<file path="src/rtl/epo_regs.svh">
`ifndef EPO_REGS_SVH
`define EPO_REGS_SVH
// Notes on behaviour
// - The second pulse pin carries apparent energy pulses when its select field is 01.
// - The third pulse pin carries apparent energy pulses when its select field is 11.
// - Apparent pulse rate follows apparent power magnitude; full scale gives the scale rate.
// - Pulse rate is the scale value times the divided clock over 2048.
// - Apparent pulses never come faster than the divided clock over 2048.
// - A pin carrying apparent pulses has no energy direction indication.
// - With the third select at 00, the reset value, the third pin carries reactive pulses.
// - Reactive sign is the second pin level at the third pin falling edge, high positive.
// - Reactive pulse rate follows reactive power magnitude; full scale gives the scale rate.
// - Third select 10 makes the third pin high for positive and low for negative voltage.
// - Third select 01 makes the third pin follow the supply threshold comparator.
// - Second select: 00 energy sign, 01 apparent energy, 10 tamper, 11 reserved.
// - The first pin pulses low at a rate set by active power; the second pin gives sign.
// - Each pulse lasts one output word period, 1024 divided clock cycles.
// - A divide field of 0000 divides the clock by 16.

// Register byte addresses
`define EPO_ADDR_MODE 12'h000
`define EPO_ADDR_RATE 12'h004
`define EPO_ADDR_DIV 12'h008
`define EPO_ADDR_STAT 12'h00C

// Mode register fields
`define EPO_SEL2_LSB 0
`define EPO_SEL3_LSB 2

// Reset values
`define EPO_RATE_RST 24'h400000
`define EPO_DIV_RST 4'h1

// Divider: a field of zero gives the last count of a divide by 16
`define EPO_DIV_ZERO 4'h0
`define EPO_DIV_ZERO_LAST 4'hF
`define EPO_DIV_ONE 4'h1
`define EPO_DIV_ZERO_RATIO 16

// One output word is 1024 divided clock cycles
`define EPO_WORD_LEN 1024
`define EPO_WORD_LAST 10'h3FF

// Accumulator: full scale power times full rate is 2^24, a pulse fires at 2^25
`define EPO_ACC_THRESH 26'h2000000
`define EPO_MAG_SAT 24'hFFFFFE
`define EPO_SIGNED_MIN 24'h800000

// Status register width
`define EPO_STAT_W 7

`endif

</file>
<file path="src/rtl/epo_pkg.sv">
package epo_pkg;

    // Second pin functions
    typedef enum logic [1:0] {
        EPO_S2_SIGN = 2'h0,
        EPO_S2_APPARENT = 2'h1,
        EPO_S2_TAMPER = 2'h2,
        EPO_S2_RESERVED = 2'h3
    } epo_sel2_type;

    // Third pin functions
    typedef enum logic [1:0] {
        EPO_S3_REACTIVE = 2'h0,
        EPO_S3_SUPPLY = 2'h1,
        EPO_S3_VSIGN = 2'h2,
        EPO_S3_APPARENT = 2'h3
    } epo_sel3_type;

    // Pulse generator state
    typedef struct packed {
        logic [25:0] acc;
        logic pulse;
    } epo_pg_state_type;

    // Top level state
    typedef struct packed {
        epo_sel2_type sel2;
        epo_sel3_type sel3;
        logic [23:0] rate;
        logic [3:0] div_k;
        logic [3:0] div_cnt;
        logic [9:0] word_cnt;
        logic settle2;
        logic settle3;
        logic sign;
        logic first;
        logic second;
        logic third;
        logic cmp_meta;
        logic cmp_sync;
        logic pready;
        logic pslverr;
        logic [31:0] prdata;
        logic [1:0] ticks_since;
        logic [14:0] low_cnt;
        logic react_neg;
    } epo_state_type;

endpackage

</file>
<file path="src/rtl/epo_pulse_gen.sv">
`timescale 1ns/100ps
`include "epo_regs.svh"

module epo_pulse_gen
    import epo_pkg::*;
(
    // Clock and reset
    input wire logic pclk,
    input wire logic presetn,
    // Control
    input wire logic word_tick,
    input wire logic clear,
    input wire logic allow,
    // Power magnitude and scale
    input wire logic [23:0] magnitude,
    input wire logic [23:0] rate,
    // Result
    output logic due,
    output logic pulse
);

    epo_pg_state_type s_q;
    epo_pg_state_type s_d;
    logic [47:0] prod;
    logic [25:0] sum;

    // Accumulate scaled magnitude once per output word
    always_comb
    begin
        prod = magnitude * rate;
        sum = s_q.acc + {2'b00, prod[47:24]};
        // No fire while a pulse is out, so pulses keep at least one word apart
        due = (sum >= `EPO_ACC_THRESH) && !s_q.pulse;
        s_d = s_q;
        if (word_tick)
        begin
            s_d.pulse = 1'b0;
            if (due && allow && !clear)
            begin
                s_d.pulse = 1'b1;
                s_d.acc = sum - `EPO_ACC_THRESH;
            end
            else if (s_q.acc < `EPO_ACC_THRESH)
            begin
                // Stop adding once over threshold; a deferred pulse loses little
                s_d.acc = sum;
            end
        end
        if (clear)
        begin
            s_d.acc = '0;
        end
    end

    // State register
    always_ff @(posedge pclk or negedge presetn)
    begin
        if (!presetn)
        begin
            s_q <= '0;
        end
        else
        begin
            s_q <= s_d;
        end
    end

    assign pulse = s_q.pulse;
endmodule

</file>
<file path="src/rtl/epo_top.sv">
// The implementer's own choices: the APB register port and the register addresses.
`timescale 1ns/100ps
`include "epo_regs.svh"

module epo_top
    import epo_pkg::*;
(
    // Clock and reset
    input wire logic pclk,
    input wire logic presetn,
    // APB slave
    input wire logic psel,
    input wire logic penable,
    input wire logic pwrite,
    input wire logic [11:0] paddr,
    input wire logic [31:0] pwdata,
    input wire logic [3:0] pstrb,
    output logic [31:0] prdata,
    output logic pready,
    output logic pslverr,
    // Measurement results, same clock
    input wire logic [23:0] active_power,
    input wire logic [23:0] reactive_power,
    input wire logic [23:0] apparent_power,
    input wire logic line_voltage_negative,
    input wire logic tamper_detected,
    // Comparator pin, asynchronous
    input wire logic supply_threshold_compare,
    // Pulse pins, active low
    output logic first_pulse_pin,
    output logic second_pulse_pin,
    output logic third_pulse_pin
);

    epo_state_type s_q;
    epo_state_type s_d;

    logic [3:0] div_last;
    logic dclk_tick;
    logic word_tick;
    logic access;
    logic commit;
    logic addr_ok;
    logic [23:0] pwr [3];
    logic [23:0] mag [3];
    logic [2:0] due;
    logic [2:0] pulse;
    logic [2:0] allow;
    logic [2:0] clear;
    logic [`EPO_STAT_W-1:0] stat;
    logic [14:0] word_pclk;

    // Channel 0 active, 1 reactive, 2 apparent
    assign pwr[0] = active_power;
    assign pwr[1] = reactive_power;
    assign pwr[2] = apparent_power;

    // Divided clock tick; zero field means divide by 16
    assign div_last = (s_q.div_k == `EPO_DIV_ZERO) ? `EPO_DIV_ZERO_LAST
                    : s_q.div_k - `EPO_DIV_ONE;
    assign dclk_tick = (s_q.div_cnt == div_last);
    assign word_tick = dclk_tick && (s_q.word_cnt == `EPO_WORD_LAST);

    // Bus phases
    assign access = psel && penable;
    assign commit = access && s_q.pready;
    assign addr_ok = (paddr == `EPO_ADDR_MODE) || (paddr == `EPO_ADDR_RATE)
                  || (paddr == `EPO_ADDR_DIV) || (paddr == `EPO_ADDR_STAT);

    // Reactive may not fall when the active pulse of the same word needs the
    // opposite sign on the second pin; it waits one word instead
    assign allow[0] = 1'b1;
    assign allow[1] = !(s_q.sel2 == EPO_S2_SIGN && due[0]
                      && (pwr[0][23] != pwr[1][23]));
    assign allow[2] = 1'b1;

    // Unused channels, and the reactive channel while the third pin settles, do not build up energy
    assign clear[0] = 1'b0;
    assign clear[1] = (s_q.sel3 != EPO_S3_REACTIVE) || s_q.settle3;
    assign clear[2] = (s_q.sel2 != EPO_S2_APPARENT) && (s_q.sel3 != EPO_S3_APPARENT);

    // One accumulator pulse generator per channel
    genvar c;
    generate
        for (c = 0; c < 3; c = c + 1)
        begin : g_chan
            if (c == 2)
            begin : g_unsigned
                // Apparent power has no sign to strip
                assign mag[c] = pwr[c];
            end
            else
            begin : g_signed
                logic [23:0] neg;
                assign neg = ~pwr[c] + 24'h000001;
                // Most negative value saturates rather than wrapping to zero
                assign mag[c] = !pwr[c][23] ? {pwr[c][22:0], 1'b0}
                              : (pwr[c] == `EPO_SIGNED_MIN) ? `EPO_MAG_SAT
                              : {neg[22:0], 1'b0};
            end
            epo_pulse_gen u_gen (
                .pclk(pclk),
                .presetn(presetn),
                .word_tick(word_tick),
                .clear(clear[c]),
                .allow(allow[c]),
                .magnitude(mag[c]),
                .rate(s_q.rate),
                .due(due[c]),
                .pulse(pulse[c])
            );
        end
    endgenerate

    // Readable state
    assign stat = {s_q.cmp_sync, s_q.settle3, s_q.settle2, s_q.sign,
                   s_q.third, s_q.second, s_q.first};

    // Next state
    always_comb
    begin
        s_d = s_q;

        // Comparator pin passes two flops first
        s_d.cmp_meta = supply_threshold_compare;
        s_d.cmp_sync = s_q.cmp_meta;

        // Divider and output word counter
        s_d.div_cnt = dclk_tick ? '0 : s_q.div_cnt + `EPO_DIV_ONE;
        if (dclk_tick)
        begin
            s_d.word_cnt = s_q.word_cnt + 10'h001;
        end

        // Settling ends at a word boundary, when every pulse has ended
        if (word_tick)
        begin
            s_d.settle2 = 1'b0;
            s_d.settle3 = 1'b0;
        end

        // Sign level moves one cycle ahead of the falling pulse edges
        if (word_tick)
        begin
            if (due[0])
            begin
                s_d.sign = !pwr[0][23];
            end
            else if (due[1] && allow[1] && !clear[1])
            begin
                s_d.sign = !pwr[1][23];
            end
            if (due[1] && allow[1] && !clear[1])
            begin
                s_d.react_neg = pwr[1][23];
            end
        end

        // APB answer one cycle into the access phase
        s_d.pready = access && !s_q.pready;
        if (access && !s_q.pready)
        begin
            s_d.pslverr = !addr_ok;
            s_d.prdata = '0;
            if (!pwrite)
            begin
                case (paddr)
                    `EPO_ADDR_MODE:
                    begin
                        s_d.prdata[`EPO_SEL2_LSB+:2] = s_q.sel2;
                        s_d.prdata[`EPO_SEL3_LSB+:2] = s_q.sel3;
                    end
                    `EPO_ADDR_RATE: s_d.prdata[23:0] = s_q.rate;
                    `EPO_ADDR_DIV: s_d.prdata[3:0] = s_q.div_k;
                    `EPO_ADDR_STAT: s_d.prdata[`EPO_STAT_W-1:0] = stat;
                    default: s_d.prdata = '0;
                endcase
            end
        end
        else if (commit)
        begin
            s_d.pslverr = 1'b0;
        end

        // Writes take effect at the edge that sees pready high
        if (commit && pwrite)
        begin
            case (paddr)
                `EPO_ADDR_MODE:
                begin
                    if (pstrb[0])
                    begin
                        s_d.sel2 = epo_sel2_type'(pwdata[`EPO_SEL2_LSB+:2]);
                        s_d.sel3 = epo_sel3_type'(pwdata[`EPO_SEL3_LSB+:2]);
                        if (s_d.sel2 != s_q.sel2)
                        begin
                            s_d.settle2 = 1'b1;
                        end
                        if (s_d.sel3 != s_q.sel3)
                        begin
                            s_d.settle3 = 1'b1;
                        end
                    end
                end
                `EPO_ADDR_RATE:
                begin
                    if (pstrb[0])
                    begin
                        s_d.rate[7:0] = pwdata[7:0];
                    end
                    if (pstrb[1])
                    begin
                        s_d.rate[15:8] = pwdata[15:8];
                    end
                    if (pstrb[2])
                    begin
                        s_d.rate[23:16] = pwdata[23:16];
                    end
                end
                `EPO_ADDR_DIV:
                begin
                    if (pstrb[0])
                    begin
                        s_d.div_k = pwdata[3:0];
                    end
                end
                default: s_d.div_k = s_q.div_k;
            endcase
        end

        // First pin: active energy
        s_d.first = !pulse[0];

        // Second pin function
        case (s_q.sel2)
            EPO_S2_SIGN: s_d.second = s_d.sign;
            EPO_S2_APPARENT: s_d.second = !pulse[2];
            EPO_S2_TAMPER: s_d.second = !tamper_detected;
            default: s_d.second = 1'b1;
        endcase
        if (s_q.settle2)
        begin
            s_d.second = 1'b1;
        end

        // Third pin function
        case (s_q.sel3)
            EPO_S3_REACTIVE: s_d.third = !pulse[1];
            EPO_S3_SUPPLY: s_d.third = s_q.cmp_sync;
            EPO_S3_VSIGN: s_d.third = !line_voltage_negative;
            default: s_d.third = !pulse[2];
        endcase
        if (s_q.settle3)
        begin
            s_d.third = 1'b1;
        end

        // Helpers for the checks below
        if (s_q.first && !s_d.first)
        begin
            s_d.ticks_since = '0;
        end
        else if (word_tick && s_q.ticks_since != 2'h3)
        begin
            s_d.ticks_since = s_q.ticks_since + 2'h1;
        end
        s_d.low_cnt = s_q.first ? '0 : s_q.low_cnt + 15'h0001;
    end

    // State register
    always_ff @(posedge pclk or negedge presetn)
    begin
        if (!presetn)
        begin
            s_q <= '0;
            s_q.sel2 <= EPO_S2_SIGN;
            s_q.sel3 <= EPO_S3_REACTIVE;
            s_q.rate <= `EPO_RATE_RST;
            s_q.div_k <= `EPO_DIV_RST;
            s_q.sign <= 1'b1;
            s_q.first <= 1'b1;
            s_q.second <= 1'b1;
            s_q.third <= 1'b1;
            s_q.ticks_since <= 2'h3;
        end
        else
        begin
            s_q <= s_d;
        end
    end

    assign prdata = s_q.prdata;
    assign pready = s_q.pready;
    assign pslverr = s_q.pslverr;
    assign first_pulse_pin = s_q.first;
    assign second_pulse_pin = s_q.second;
    assign third_pulse_pin = s_q.third;

    // Length of one word in pclk cycles at the current ratio
    assign word_pclk = 15'({1'b0, div_last} + 15'h0001) * 15'(`EPO_WORD_LEN);
endmodule

</file>
<file path="config.mk">
export PLATFORM = sky130hd
export DESIGN_NAME = epo_top
export DESIGN_NICKNAME = d
export VERILOG_FILES = /design/src/rtl/epo_pkg.sv /design/src/rtl/epo_pulse_gen.sv /design/src/rtl/epo_top.sv
export VERILOG_INCLUDE_DIRS = /design/src /design/src/rtl
export SDC_FILE = /design/constraint.sdc
export NUM_CORES = 2
export LEC_CHECK = 0
export BUFFER_PORTS_ARGS = -buffer_cell sky130_fd_sc_hd__buf_2
export CAP_MARGIN = 20
export CORE_MARGIN = 3
export CORE_UTILIZATION = 60
export DETAILED_ROUTE_END_ITERATION = 12
export PLACE_DENSITY = 0.8
export SLEW_MARGIN = 20
export SYNTH_ARGS = -nofsm -noshare
export SYNTH_HDL_FRONTEND = slang
export SYNTH_SLANG_ARGS = --single-unit
</file>
<file path="constraint.sdc">
create_clock -name pclk -period 12.9 [get_ports pclk]
set_input_delay 2.58 -clock pclk [delete_from_list [all_inputs] [get_ports pclk]]
set_output_delay 2.58 -clock pclk [all_outputs]
set_load 0.03 [all_outputs]
</file>
* Word-level counts from Yosys, hierarchy flattened
Index checks and enable logic that the tools add are counted.
** Storage, ports and cells
- Bits in latches :: 0
- Bits in registers :: 169
- Output and inout port bits :: 37
- ROM bits :: 0
- Bits in writable memories :: 0
- Memories :: 0
- Word-level logic and storage cells :: 150
** Operators by class
- Shift-type cells :: 0
- $add $sub $neg :: 11
- Multipliers :: 3
- Muxes and demuxes :: 38
- Reductions and logical operators :: 49
- Equal/unequal tests :: 16
- Bitwise logic cells :: 2
- Magnitude comparators :: 6
- Div/mod/pow operators :: 0
** Operators by type and width (number)
- 26-bit 2-to-1 mux :: 8
- 24-bit by 24-bit multiplier with 48-bit output :: 3
- 24-bit 2-to-1 mux :: 5
- 26-bit by 24-bit adder with 26-bit output :: 3
- 26-bit >= comparator, second input constant :: 3
- 26-bit less-than comparator, second input constant :: 3
- 26-bit subtractor, second input constant :: 3
- 27-bit 2-to-1 mux :: 2
- 24-bit equality test, second input constant :: 2
- 23-bit by 1-bit adder with 23-bit output, second input constant :: 2
- 23-bit NOT :: 2
- 12-bit by 4-bit equality test with 1-bit output, second input constant :: 2
- 17-bit 2-to-1 mux :: 1
- 4-bit case mux with 4 select lines :: 1
- 3-bit AND reduction :: 5
- 1-bit logical AND :: 14
- 12-bit by 3-bit equality test with 1-bit output, second input constant :: 1
- 1-bit logical NOT :: 12
- 12-bit logical NOT :: 1
- 1-bit 2-to-1 mux :: 12
- 10-bit by 1-bit adder with 10-bit output, second input constant :: 1
- 10-bit equality test, second input constant :: 1
- 2-bit nonzero test :: 5
- 2-bit 2-to-1 mux :: 4
- other kinds (17) :: 29

* Logic depth before layout (Yosys ltp)
- Depth after elaboration :: 18
- Mapped depth :: 47
- Gate-level depth less buffers :: 45

* Modules after synthesis
From an unflattened synthesis, not the netlist that was laid out.
** Unflattened totals
- Cell total of the unflattened synthesis :: 7513
- Area, all modules :: 66809.1 µm²
** Modules (own cells, without submodules)
- epo_pulse_gen (g_chan[1].u_gen) :: times used 1, area an instance 20801.2 µm², sequential area each 675.6 µm², cells each 2364
- epo_pulse_gen (g_chan[0].u_gen) :: times used 1, area an instance 20707.4 µm², sequential area each 675.6 µm², cells each 2355
- epo_pulse_gen (g_chan[2].u_gen) :: times used 1, area an instance 20211.9 µm², sequential area each 675.6 µm², cells each 2268
- epo_top :: times used 1, area an instance 5088.6 µm², sequential area each 2009.4 µm², cells each 526

* Worst setup path after synthesis
Ideal clock, no wire load.
- Kind :: input to register
- Start :: in reactive_power[0]
- End :: reg g_chan[1].u_gen.s_q[16] (netlist bit)
- Slack :: -0.536 ns
- Stages on the path :: 41
- Required time :: 12.768 ns
- Library setup time :: 0.132 ns
- Arrival time :: 13.304 ns
- Path through :: inv_1 -> ha_1 -> or3b_2 -> or3_1 -> or4_4 -> and3_1 -> o21ai_0 -> clkbuf_1 -> nand2_1 -> fa_1 -> inv_1 -> fa_1 -> fa_1 -> fa_1 -> fa_1 -> inv_1 -> fa_1 -> inv_1 -> [... 5 more ...] -> o2111a_1 -> a211oi_2 -> nor2_1 -> and2_1 -> a21o_1 -> xor2_1 -> ha_1 -> a21o_1 -> a21o_1 -> a211oi_1 -> a221oi_1 -> a221o_1 -> a41o_1 -> nand2b_1 -> o22ai_2 -> buf_2 -> mux2i_1 -> nor2_1
** Between the ends
- Cells in the longest elaborated chain, start to end :: 13
- Elaborated cells on any way between the ends :: 18
- Classes of those cells :: add/sub (3); mul (1); order compare (1); eq/ne (1); mux (6); bitwise (1); reduce/logical (5)
** RTL lines
- from (decl) :: RTL line epo_top.sv:23 : input wire logic [23:0] reactive_power,
- 23-bit NOT :: RTL line epo_top.sv:95 : assign neg = ~pwr[c] + 24'h000001;
- 23-bit by 1-bit adder with 23-bit output :: RTL line epo_top.sv:95
- 24-bit 2-to-1 mux :: RTL line epo_top.sv:98 : : (pwr[c] == `EPO_SIGNED_MIN) ? `EPO_MAG_SAT
- 24-bit 2-to-1 mux (*) :: RTL line epo_top.sv:97 : assign mag[c] = !pwr[c][23] ? {pwr[c][22:0], 1'b0}
- 24-bit by 24-bit multiplier with 48-bit output (*) :: RTL line epo_pulse_gen.sv:30 : prod = magnitude * rate;
- 26-bit by 24-bit adder with 26-bit output (*) :: RTL line epo_pulse_gen.sv:31 : sum = s_q.acc + {2'b00, prod[47:24]};
- 26-bit >= comparator (no source line)
- 1-bit logical AND :: RTL line epo_pulse_gen.sv:33 : due = (sum >= `EPO_ACC_THRESH) && !s_q.pulse;
- 1-bit logical AND :: RTL line epo_pulse_gen.sv:38 : if (due && allow && !clear)
- 1-bit logical AND
- 26-bit 2-to-1 mux :: RTL line epo_pulse_gen.sv:38
- 27-bit 2-to-1 mux :: RTL line epo_pulse_gen.sv:35 : if (word_tick)
- 26-bit 2-to-1 mux :: RTL line epo_pulse_gen.sv:49 : if (clear)
- to (signal assigned) :: RTL line epo_pulse_gen.sv:60 : s_q <= '0;
- to (signal assigned) :: RTL line epo_pulse_gen.sv:64 : s_q <= s_d;
- to (decl) :: RTL line epo_pulse_gen.sv:22 : epo_pg_state_type s_q;
Mark *: on every way between the ends. The rest lies on a longest branch, timed or not. The select of a mux whose other input is x is not followed.
A chain may end at the register's enable or synchronous reset.

==> flow_metrics.env <==
export IMPL_worst_pin_slew_ns=1.068
export IMPL_cpMostUsedCell="fa_1"
export IMPL_synthFlopType="dfrtp_1"
export IMPL_clockRootBuffer="clkbuf_16"
export IMPL_slowest_delay_ns=0.57
export IMPL_leakage_nw=36.89
export IMPL_timing_fmax_mhz=77.18
export IMPL_irDropWorstVdd_mv=0.06232
export IMPL_hold_ws_ns=0.3590
export IMPL_crit_fanout=7
export IMPL_cp_data_arrival_time_ns=13.34
export IMPL_synth_top_cell_by_area="fa_1"
export IMPL_mostFrequentLayoutCells="inv_1, fa_1, nand2_1"
export IMPL_worstSetupPathType="input port to register"
export IMPL_ctsHoldBuffers=0
export IMPL_cts_htree_levels=4
export IMPL_syn_area_um2=63820
export IMPL_netlist_area_leader_share_pct=43.98
export IMPL_slew_headroom_pct=28.55
export IMPL_whs_path_depth=0
export IMPL_yosysWarningCount=0
export IMPL_drv_slew=0
export IMPL_clkSinkCount=161
export IMPL_fin_tns_setup_ns=-0.1273
export IMPL_critPathCaptureType="register"
export IMPL_cp_top_family="adder cells"
export IMPL_hold_violations=0
export IMPL_dpl_cell_area_um2=69160
export IMPL_ys_top_cells_by_area="fa_1, ha_1, inv_1"
export IMPL_gr_total_overflow=0
export IMPL_routed_wl_mm=173.1
export IMPL_drive_above_1_share_pct=13.31
export IMPL_dp_hpwl_mm=136.2
export IMPL_cts_tree="yes"
export IMPL_place_gp_congestion=0.9488
export IMPL_area_delta_synth_final_pct=11.14
export IMPL_grt_pass1_vias=56670
export IMPL_startpoint="reactive_power[9]"
export IMPL_synth_edf_count=0
export IMPL_die_width_um=332.1
export IMPL_final_cell_area_um2=70930
export IMPL_synth_distinct_cells=85
export IMPL_muxShareOfSynthArea_pct=1.415
export IMPL_grt_max_degree=73
export IMPL_via_per_inst=5.710
export IMPL_clock_latency_ns=0.50
export IMPL_cp_start_kind="input port"
export IMPL_violations="negative setup slack"
export IMPL_setup_slack_ns=-0.05591
export IMPL_drtAntennaViolNets=0
export IMPL_wl_per_cell_um=19.42
export IMPL_yosys_area_share_simple_pct=16.74
export IMPL_fin_nets=9616
export IMPL_final_setup_skew_ns=0.01891
export IMPL_netlist_instances=7186
export IMPL_max_cap_violations=0
export IMPL_dp_slack_ns=-1.018
export IMPL_core_um2=105400
export IMPL_synth_top_family_by_area="adder cells"
export IMPL_wl_met3_mm=15.96
export IMPL_synth_compound_area_share_pct=5.768
export IMPL_min_period_over_period_pct=100.4
export IMPL_grtUsageTotal_pct=32.11
export IMPL_fp_row_count=119
export IMPL_seq_area_frac_synth_pct=6.324
export IMPL_layout_commonest_cell="inv_1"
export IMPL_dr_pass1_iters=6
export IMPL_ys_seq_elements=161
export IMPL_fp_dieH_um=332.1
export IMPL_reg2reg_setup_slack_ns=2.01
export IMPL_hold_class="register to register"
export IMPL_drt_met1_wl_mm=61.53
export IMPL_vias=50870
export IMPL_clockBufferDepth=2
export IMPL_path_buf_inv=8
export IMPL_io_buffers=147
export IMPL_reg2reg_from="s_q[85]$_DFFE_PN0P_"
export IMPL_synthAdderAreaFrac_pct=55.45
export IMPL_setup_viol=4
export IMPL_initialDrtViolationCount=3932
export IMPL_synthArstFlopShare_pct=100.0
export IMPL_start_util_pct=60.54
export IMPL_grt_pass1_wl_mm=283.0
export IMPL_avgSynthCellArea_um2=8.881
export IMPL_critPathRequiredTime_ns=13.29
export IMPL_post_route_min_period_ns=12.96
export IMPL_worst_path_max_delay_cell="fa_1"
export IMPL_antenna_found_initial=3
export IMPL_synth_xor_area_share_pct=2.484
export IMPL_hold_start="s_d[52]$_DFF_PN0_"
export IMPL_crit_cells=42
export IMPL_rr_worst_depth=34
export IMPL_top_layer_used="met4"
export IMPL_ios=165
export IMPL_rsz0062_at_grt="true"
export IMPL_wl_met2_mm=87.00
export IMPL_power_density_nw_per_um2=21.27
export IMPL_post_route_drc_count=0
export IMPL_die_area_um2=110300
export IMPL_cts_clk_slew_worst_paths_ns=0.07
export IMPL_outcome="complete, but fails checks"
export IMPL_cts_made_buffers=17
export IMPL_fin_util_pct=67.29
[metal layers]
metal / vias to the layer above / track usage, %
met5: - / 0
met4: 0 / 15.38
met3: 613 / 5.916
met2: 2537 / 55.92
met1: 25690 / 38.53
li1: 22030 / -
[state kept, by name, summed over array words and instances, names as in the netlist]
| name | count |
|---|---|
| g_chan.u_gen.s_q | 78 |
| s_q | 50 |
| prdata | 24 |
| g_chan.u_gen.pulse | 3 |
| first_pulse_pin | 1 |
| pready | 1 |
| pslverr | 1 |
| s_d | 1 |
| second_pulse_pin | 1 |
| third_pulse_pin | 1 |
[cell families (layout without fill, tap and decap cells)]
group | Yosys count | count (layout)
muxes | 82 | 82
other | 1 | 12
xor gates and xnor gates | 181 | 181
buffers and inverters | 1969 | 2290
AOI/OAI and AO/OA | 555 | 555
DFF | 161 | 161
and+or+nand+nor | 2250 | 2250
adders and majority gates | 1987 | 1987
[path summary, 6_finish.rpt]
path                                                            end
worst max-delay path                     second_pulse_pin$_DFF_PN1_
worst min-delay path                              s_q[52]$_DFF_PN0_
max in group asynchronous                       s_q[94]$_DFFE_PN0P_
worst max register to register  g_chan[2].u_gen.s_q[13]$_DFFE_PN0P_
worst min register to register                    s_q[52]$_DFF_PN0_
min in group asynchronous       g_chan[2].u_gen.s_q[19]$_DFFE_PN0P_
[layout make-up]
cell class | instances | area [um^2]
flip-flops and latches | 161 | 4065
multi-input cells | 5063 | 53180
fillers | 7715 | 34490
diodes | 4 | 10.01
well taps | 1391 | 1740
inverters | 1565 | 5879
clock buffers | 18 | 429.2
repair buffers | 693 | 5458
clock inverters | 14 | 170.2
[synthesized netlist by cell type, drive strengths merged (11+ instances only)]
| cell | n |
|---|---|
| inv | 1565 |
| fa | 1402 |
| nand2 | 1221 |
| and2 | 629 |
| ha | 585 |
| clkbuf | 357 |
| dfrtp | 155 |
| a21oi | 154 |
| nor2 | 145 |
| o21ai | 106 |
| xnor2 | 103 |
| a21o | 89 |
| xor2 | 78 |
| mux2 | 56 |
| buf | 47 |
| nor3 | 36 |
| and3 | 33 |
| nand3 | 30 |
| nor2b | 30 |
| o21a | 26 |
| mux2i | 25 |
| nand4 | 24 |
| or3 | 22 |
| nand2b | 20 |
| o31ai | 20 |
| a22o | 19 |
| a211oi | 17 |
| a31oi | 14 |
| a221oi | 13 |
| o21bai | 12 |
| or2 | 11 |
[stage by stage]
stage	total power [mW]	cells
2_1_floorplan	0.7014	7193
3_3_place_gp	0.9202	8844
3_5_place_dp	0.9297	8844
4_1_cts	1.492	8888
5_1_grt	1.553	8907
6_report	1.509	8909
[power breakdown]
group          switching, mW  leakage [nW]  internal, mW
Combinational          0.271          34.5         0.145
Clock                  0.265         0.294         0.293
Sequential            0.0149          2.13         0.520
[worst register-to-register path, delay by kind of cell (launching register included)]
family / cells / cell delay [ns]
buffers and inverters: 5 / 1.01
AND/OR/NAND/NOR: 8 / 1.54
XOR/XNOR: 1 / 0.26
AO/OA/AOI/OAI: 11 / 3.09
adder cells (fa/ha/maj): 9 / 4.22
flip-flops: 1 / 0.72
[what timing repair did]
action | 4_1_cts | 5_1_grt
gates cloned | 0 | 3
pin swaps | 67 | 59
resized for setup | 70 | 129
setup buffers | 13 | 15
setup endpoints to repair | 29 | 56
Note: power is estimated with default switching activity, not from simulation.
